[config.mk]
export PLATFORM = sky130hd
export DESIGN_NAME = pafc_port
export DESIGN_NICKNAME = d
export VERILOG_FILES = /design/src/pafc_pkg.sv /design/src/pafc_fifo.sv /design/src/pafc_port.sv
export SDC_FILE = /design/constraint.sdc
export NUM_CORES = 1
export LEC_CHECK = 0
export ABC_CLOCK_PERIOD_IN_PS = 3400
export BUFFER_PORTS_ARGS = -buffer_cell sky130_fd_sc_hd__buf_2
export CORE_ASPECT_RATIO = 0.5
export CORE_MARGIN = 2
export CORE_UTILIZATION = 35
export DETAILED_ROUTE_END_ITERATION = 10
export HOLD_SLACK_MARGIN = 0.15
export PLACE_DENSITY = 0.62
export SYNTH_ARGS = -nofsm -noshare
export SYNTH_HDL_FRONTEND = slang
export SYNTH_SLANG_ARGS = --single-unit
[constraint.sdc]
create_clock -name clock -period 3.4 [get_ports clock]
set_input_delay 0.17 -clock clock [delete_from_list [all_inputs] [get_ports clock]]
set_output_delay 0.17 -clock clock [all_outputs]
set_load 0.05 [all_outputs]
[src/pafc_pkg.sv]
// Purpose: shared constants and carrier types for the port link setup and
//          flow control block
// Assumes: 20 MHz clock
// Notes:   mode codes are ordered so a larger code is a better mode
package pafc_pkg;

  // resolved link modes, lowest first
  typedef enum logic [1:0] {
    PAFC_M10H  = 2'b00,
    PAFC_M10F  = 2'b01,
    PAFC_M100H = 2'b10,
    PAFC_M100F = 2'b11
  } pafc_mode_e;

  // ability bit positions in a four-bit ability vector
  localparam int PAFC_AB_10H  = 0;
  localparam int PAFC_AB_10F  = 1;
  localparam int PAFC_AB_100H = 2;
  localparam int PAFC_AB_100F = 3;
  localparam logic [3:0] PAFC_LOCAL_ABIL = 4'hf;

  // delay added to the collision domain budget at 100 half duplex, bit times
  localparam logic [7:0] PAFC_HDX100_DELAY_BT = 8'h32;

  // fill thresholds in words, resume below pause
  localparam int PAFC_FIFO_DEPTH  = 32;
  localparam int PAFC_PAUSE_LEVEL = 28;
  localparam int PAFC_RESUME_LEVEL = 16;

  // pause quanta sent in a pause frame, zero means resume
  localparam logic [15:0] PAFC_PAUSE_QUANTA = 16'hffff;

  // reset values
  localparam logic PAFC_RST_FORCE100 = 1'b0;
  localparam logic PAFC_RST_FIBER_FDX = 1'b1;

  // mode after resolution, carried to the rest of the port
  typedef struct packed {
    logic       up;
    logic       speed100;
    logic       full_duplex;
  } pafc_link_s;

  // request to the frame transmitter for a flow-control frame
  typedef struct packed {
    logic        valid;
    logic [15:0] quanta;
  } pafc_pause_req_s;

  // negotiation state
  typedef enum logic [1:0] {
    PAFC_DOWN   = 2'b00,
    PAFC_NEG    = 2'b01,
    PAFC_UP     = 2'b10
  } pafc_state_e;

endpackage

[src/pafc_fifo.sv]
// Purpose: packet buffer fifo with valid/ready on both sides
// Assumes: single clock, depth a power of two
// Notes:   level output feeds the flow control thresholds
`timescale 1ns/1ps
module pafc_fifo #(
  parameter int WIDTH = 8,
  parameter int DEPTH = 32
) (
  input  wire logic                     clock,
  input  wire logic                     rstn,
  input  wire logic [WIDTH-1:0]         in_data,
  input  wire logic                     in_valid,
  output logic                          in_ready,
  output logic [WIDTH-1:0]              out_data,
  output logic                          out_valid,
  input  wire logic                     out_ready,
  output logic [$clog2(DEPTH):0]        level
);
  localparam int AW = $clog2(DEPTH);

  initial begin
    if (DEPTH < 2 || (1 << AW) != DEPTH || WIDTH < 1)
      $error("pafc_fifo: depth must be a power of two, at least 2");
  end

  logic [WIDTH-1:0] mem [DEPTH];
  logic [AW:0]      wr_reg, wr_next, rd_reg, rd_next;
  logic             push, pop;

  // pointers carry an extra wrap bit so full and empty are exact
  always_comb begin
    push    = in_valid && in_ready;
    pop     = out_valid && out_ready;
    wr_next = push ? wr_reg + 1'b1 : wr_reg;
    rd_next = pop ? rd_reg + 1'b1 : rd_reg;
    in_ready  = (wr_reg - rd_reg) != (AW+1)'(DEPTH);
    out_valid = wr_reg != rd_reg;
    out_data  = mem[rd_reg[AW-1:0]];
    level     = wr_reg - rd_reg;
  end

  always_ff @(posedge clock or negedge rstn) begin
    if (!rstn) begin
      wr_reg <= '0;
      rd_reg <= '0;
    end else begin
      wr_reg <= wr_next;
      rd_reg <= rd_next;
    end
  end

  // storage needs no reset
  always_ff @(posedge clock) begin
    if (push)
      mem[wr_reg[AW-1:0]] <= in_data;
  end
endmodule

[src/pafc_port.sv]
// Purpose: per-port link setup and flow control for a fast ethernet port
// Assumes: all inputs synchronous to clock; partner abilities arrive as a
//          pulse with the received ability word
// Notes:   frame builders for pause frames and jam are outside this block
// How it works
// - negotiation picks best common mode: 100F, 100H, 10F, 10H
// - partner not negotiating: idle signal sets speed, run half duplex
// - negotiate on first link up and on every link return
// - management picks fixed 100 or negotiation; fixed mode takes duplex
// - 100 half duplex adds 50 bit times to path delay budget
// - full duplex nearly full buffer sends a pause frame
// - after pausing, resume frame sent when free space has grown
// - half duplex receiving while congested forces a collision
// - fiber ports at 100 default to full duplex after reset
`timescale 1ns/1ps
module pafc_port #(
  parameter int  WIDTH      = 8,
  parameter int  DEPTH      = pafc_pkg::PAFC_FIFO_DEPTH,
  parameter int  PAUSE_LVL  = pafc_pkg::PAFC_PAUSE_LEVEL,
  parameter int  RESUME_LVL = pafc_pkg::PAFC_RESUME_LEVEL,
  parameter bit  IS_FIBER   = 1'b0
) (
  input  wire logic                    clock,
  input  wire logic                    rstn,
  // link side
  input  wire logic                    link_ok,
  input  wire logic                    partner_abil_valid,
  input  wire logic [3:0]              partner_abil,
  input  wire logic                    idle_seen,
  input  wire logic                    idle_is_100,
  input  wire logic                    rx_active,
  // management
  input  wire logic                    force_100,
  input  wire logic                    fixed_fdx,
  // receive data into buffer, drained by the switch
  input  wire logic [WIDTH-1:0]        rx_data,
  input  wire logic                    rx_valid,
  output logic                         rx_ready,
  output logic [WIDTH-1:0]             sw_data,
  output logic                         sw_valid,
  input  wire logic                    sw_ready,
  // results
  output pafc_pkg::pafc_link_s         link,
  output logic [7:0]                   path_delay_budget,
  output pafc_pkg::pafc_pause_req_s    pause_req,
  output logic                         paused,
  output logic                         force_collision
);
  localparam int LW = $clog2(DEPTH) + 1;

  // bad settings are refused up front; otherwise the buffer could never
  // raise a pause, or never let one go
  initial begin
    if (!(RESUME_LVL < PAUSE_LVL))
      $error("pafc_port: resume level must lie below pause level");
    if (PAUSE_LVL > DEPTH)
      $error("pafc_port: pause level must fit in the buffer");
    if (RESUME_LVL < 0)
      $error("pafc_port: resume level must not be negative");
    if (WIDTH < 1)
      $error("pafc_port: data width must be at least one");
  end

  // best mode from one ability vector (caller passes the common set), 10H as fallback
  function automatic pafc_pkg::pafc_mode_e best_mode(input logic [3:0] a);
    if (a[pafc_pkg::PAFC_AB_100F])      best_mode = pafc_pkg::PAFC_M100F;
    else if (a[pafc_pkg::PAFC_AB_100H]) best_mode = pafc_pkg::PAFC_M100H;
    else if (a[pafc_pkg::PAFC_AB_10F])  best_mode = pafc_pkg::PAFC_M10F;
    else                                best_mode = pafc_pkg::PAFC_M10H;
  endfunction

  // buffer fill in words and the handshakes it is built from
  logic [LW-1:0] level;
  logic          fifo_in_ready, fifo_out_valid;
  logic [WIDTH-1:0] fifo_out_data;

  // the switch side can stall, so the buffer really fills
  // pause at the high mark leaves a few words of room for words in flight
  pafc_fifo #(.WIDTH(WIDTH), .DEPTH(DEPTH)) u_fifo (
    .clock     (clock),
    .rstn      (rstn),
    .in_data   (rx_data),
    .in_valid  (rx_valid),
    .in_ready  (fifo_in_ready),
    .out_data  (fifo_out_data),
    .out_valid (fifo_out_valid),
    .out_ready (sw_ready),
    .level     (level)
  );

  // ---- link resolution state
  pafc_pkg::pafc_state_e state_reg, state_next;
  pafc_pkg::pafc_link_s  link_reg, link_next;
  logic [7:0]            pdb_reg, pdb_next;
  logic                  fiber_fdx_reg, fiber_fdx_next;

  // any link loss returns to down so the next rise negotiates again
  always_comb begin
    state_next     = state_reg;
    link_next      = link_reg;
    fiber_fdx_next = fiber_fdx_reg;
    if (!link_ok) begin
      state_next = pafc_pkg::PAFC_DOWN;
      link_next  = '0;
    end else begin
      unique case (state_reg)
        pafc_pkg::PAFC_DOWN: begin
          if (IS_FIBER) begin
            // fiber has no negotiation; long runs need full duplex
            link_next  = '{up: 1'b1, speed100: 1'b1,
                          full_duplex: fiber_fdx_reg};
            state_next = pafc_pkg::PAFC_UP;
          end else if (force_100) begin
            link_next  = '{up: 1'b1, speed100: 1'b1,
                          full_duplex: fixed_fdx};
            state_next = pafc_pkg::PAFC_UP;
          end else begin
            state_next = pafc_pkg::PAFC_NEG;
          end
        end
        pafc_pkg::PAFC_NEG: begin
          if (partner_abil_valid) begin
            unique case (best_mode(partner_abil &
                                   pafc_pkg::PAFC_LOCAL_ABIL))
              pafc_pkg::PAFC_M100F: link_next = '{1'b1, 1'b1, 1'b1};
              pafc_pkg::PAFC_M100H: link_next = '{1'b1, 1'b1, 1'b0};
              pafc_pkg::PAFC_M10F:  link_next = '{1'b1, 1'b0, 1'b1};
              pafc_pkg::PAFC_M10H:  link_next = '{1'b1, 1'b0, 1'b0};
            endcase
            state_next = pafc_pkg::PAFC_UP;
          end else if (idle_seen) begin
            // idle pattern gives speed only; half duplex is the safe guess
            link_next  = '{up: 1'b1, speed100: idle_is_100,
                          full_duplex: 1'b0};
            state_next = pafc_pkg::PAFC_UP;
          end
        end
        // once up the mode is held; ability or management changes seen
        // now wait for the next link loss to take effect
        pafc_pkg::PAFC_UP: state_next = pafc_pkg::PAFC_UP;
        default: state_next = pafc_pkg::PAFC_DOWN;
      endcase
    end
    // only 100 half duplex joins a collision domain budget
    pdb_next = (link_next.up && link_next.speed100 &&
                !link_next.full_duplex) ?
               pafc_pkg::PAFC_HDX100_DELAY_BT : 8'h00;
  end

  // link registers; reset reports the link down until it is resolved
  always_ff @(posedge clock or negedge rstn) begin
    if (!rstn) begin
      state_reg     <= pafc_pkg::PAFC_DOWN;
      link_reg      <= '0;
      pdb_reg       <= 8'h00;
      fiber_fdx_reg <= pafc_pkg::PAFC_RST_FIBER_FDX;
    end else begin
      state_reg     <= state_next;
      link_reg      <= link_next;
      pdb_reg       <= pdb_next;
      fiber_fdx_reg <= fiber_fdx_next;
    end
  end

  // ---- flow control state
  // full duplex stops the sender with pause frames; half duplex has no
  // such frame, so the port jams the wire instead while congested
  logic                      paused_reg, paused_next;
  pafc_pkg::pafc_pause_req_s req_reg, req_next;
  logic                      col_reg, col_next;
  logic                      fdx, hdx, hi, lo;

  // hysteresis between the two levels keeps frames from ping-ponging
  always_comb begin
    fdx = link_reg.up && link_reg.full_duplex;
    hdx = link_reg.up && !link_reg.full_duplex;
    hi  = level >= LW'(PAUSE_LVL);
    lo  = level <= LW'(RESUME_LVL);
    paused_next = paused_reg;
    req_next    = '0;
    // leaving full duplex drops the pause silently; the sender's own
    // pause timer runs out by itself
    if (!fdx) begin
      paused_next = 1'b0;
    end else if (!paused_reg && hi) begin
      paused_next = 1'b1;
      req_next    = '{valid: 1'b1,
                      quanta: pafc_pkg::PAFC_PAUSE_QUANTA};
    end else if (paused_reg && lo) begin
      paused_next = 1'b0;
      req_next    = '{valid: 1'b1, quanta: 16'h0000};
    end
    // jam only while the partner is actually sending
    col_next = hdx && rx_active && hi;
  end

  // flow registers; the request register clears so a pulse lasts one cycle
  always_ff @(posedge clock or negedge rstn) begin
    if (!rstn) begin
      paused_reg <= 1'b0;
      req_reg    <= '0;
      col_reg    <= 1'b0;
    end else begin
      paused_reg <= paused_next;
      req_reg    <= req_next;
      col_reg    <= col_next;
    end
  end

  // a partner that honours pause stops before the buffer overruns; if not,
  // rx_ready drops and the buffer refuses the word
  always_comb begin
    rx_ready          = fifo_in_ready;
    sw_data           = fifo_out_data;
    sw_valid          = fifo_out_valid;
    link              = link_reg;
    path_delay_budget = pdb_reg;
    pause_req         = req_reg;
    paused            = paused_reg;
    force_collision   = col_reg;
  end
endmodule

==> impl_metrics.toml <==
[clock_tree]
path_clk_slew_ps = 60
post_cts.resized_instances = 0
clock_tree.root_cell = "clkbuf_16"
clk_path_buf_depth = 3
cts_hold_buf = 15
clk_latency_ps = 530
cts_sinks = 278
h-tree-depth = 1
post-cts-setup-buffers = 0
cts_tree = "built"
cts-buffers-inserted = 27

[floorplan]
die_w_um = 259
ios = 63
core_area_um2 = 31900
fp-row-count = 46
die-area_um2 = 34100
start_util_pct = 35.7
die_y_um = 132

[logic_synthesis]
async_reset_ff_share_pct = 7.91
yosysTopAreaCellShare_pct = 67.5
synth_cell_types = 44
ys_seq_elements = 278
yosysMostFrequentCell = "edfxtp_1"
ys_top_cells_by_count = "256 x edfxtp_1, 80 x mux4_2, 43 x nor2_1, 38 x nand2_1"
seq_area_frac_synth_pct = 72.3
synth-edff-count = 256
synth.avg_cell_area_um2 = 19.3
syn_area_um2 = 11400
synthTopCellsByArea = "edfxtp_1 67%, mux4_2 16%, dfrtp_1 4.8%"
syn_inst = 590
synth_ff_type = "edfxtp_1"
synth_top_area_cell = "edfxtp_1"
ys_warn_count = 0

[sta]
tns_ps = 0
period_share_pct = 97.1
hold_ws_ps = 143
fin_skew_ps = 7.98
rsz0062_at_grt = "false"
hold_viol_final = 0
maxClockFrequency_mhz = 303
drv_slew = 0
setup_viol = 0
fin_ws_ps = 98.5
fin_crit_ps = 3300
worst_pin_slew_ps = 1010
maxSlewHeadroom_pct = 32.3

[worst_setup_path]
cp-start-kind = "register"
crit_required_ps = 3230
critPathKind = "reg -> out"
reg2reg_slack_ps = 390
critPathCaptureType = "output port"
timing.rr.end = "u_fifo.mem[20][6]"
crit_path_max_fanout = 66
worst_r2r_path_depth = 9
arrival_ps = 3130
timing.rr.start = "u_fifo.rd_reg[2]"

[grt]
grt_overflow_total = 0
grt_pass1_vias = 5792
grt.total_usage_pct = 14.1
grt_pass1_wl_mm = 36.1
grt_max_degree = 68
grt_antenna_before_repair = 0

[power_and_ir_drop]
total_power_w = 0.0111
cellPowerDensity_nw_per_um2 = 834
leakagePower_nw = 4.52
vdd_drop_max_uv = 626

[cells_and_area]
drive_above_1_share_pct = 31.7
regArea_um2 = 8240
final_cell_count_no_fill = 1146
area.growth.synth_to_final_pct = 16.4
multi_input_area_um2 = 2840
largest_reg_flops = 256
fillCellCount = 2817
diodes = 0
nNetsFinal = 731

[route]
routed_wirelength_mm = 23.7
firstDrtPassIters = 5
drt_iter0_markers = 499
drc = 0
vias_per_cell = 4.94
vias = 5663
post_drt_wl_per_cell_um = 20.7
final_antenna_net_count = 0

[place]
gp_congestion = 0.819
portBuffers = 56
dp_slack_ps = 449
dp.final_hpwl_mm = 14.3
placed_cells = 1083

[status]
outcome = "completed"

[min_path]
hp-class = "in -> async"

[job]
cap_viol_max_count = 0
==> logic make-up after synthesis <==
kind of cell | after synthesis | synth area share (%)
mux | 82 | 16.0
simple gates | 115 | 4.53
compound gates | 33 | 1.87
buf+inv | 56 | 2.94
flops | 278 | 72.3
other cells | 1 | 0.0329
xor+xnor | 12 | 0.922
fa+ha+maj | 13 | 1.43
==> through the flow <==
step | cell area (um^2) | utilization, %
global route | 13300 | 41.6
CTS | 13300 | 41.6
detailed placement | 12300 | 38.6
floorplan | 11400 | -
global placement | 12300 | 38.6
finish | 13300 | 41.6
==> cells in the final DEF (no fill, tap or decap), drive strengths merged, types with 4 or more instances in the layout <==
cell,Yosys,routed
edfxtp,256,256
buf,31,101
mux4,80,80
nor2,43,43
nand2,39,39
clkbuf,13,32
dfrtp,22,22
dlygate4sd3,0,15
ha,13,13
clkinv,1,13
inv,11,12
o21ai,10,10
xnor2,9,9
a21oi,9,9
nand3,5,5
nand4,5,5
conb,1,5
and2,4,4
a31oi,4,4
==> how the worst max path moves through the flow <==
stage                      from           endpoint
2_1_floorplan  u_fifo.rd_reg[1]  u_fifo.mem[10][0]
3_3_place_gp   u_fifo.rd_reg[2]   u_fifo.mem[6][7]
3_5_place_dp   u_fifo.rd_reg[2]  u_fifo.mem[20][2]
4_1_cts        u_fifo.rd_reg[1]         sw_data[5]
5_1_grt        u_fifo.rd_reg[1]         sw_data[5]
6_report       u_fifo.rd_reg[1]         sw_data[5]
==> per-layer routing <==
layer	vias up	track usage, %	part of all wire, %
met2	147	24.0	51
met3	34	2.03	4.7
met4	0	3.90	2.2
met5	-	0	0
li1	2540	-	-
met1	2942	18.8	42
==> where the power goes <==
group / total [W] / internal, W / leakage (nW) / switching (W)
clock network: 0.00280 / 0.00160 / 0.397 / 0.00120
registers: 0.00416 / 0.00404 / 2.58 / 0.000127
logic: 0.00411 / 0.00164 / 1.54 / 0.00246
==> final cells by class <==
class,count,share of cell area (%)
Sequential cell,278,62.1
Multi-Input combinational cell,260,21.4
Timing Repair Buffer,116,5.89
Clock buffer,32,5.23
Tap cell,432,4.07
Clock inverter,16,0.943
Inverter,12,0.340
==> critical path: stages, from the launching register on <==
cell     delay, ps
dfrtp_2        350
buf_4          700
mux4_2         470
mux4_2         540
nand2_1        110
nand2_1         80
buf_2          220
Note: power is estimated with default switching activity, not from simulation.
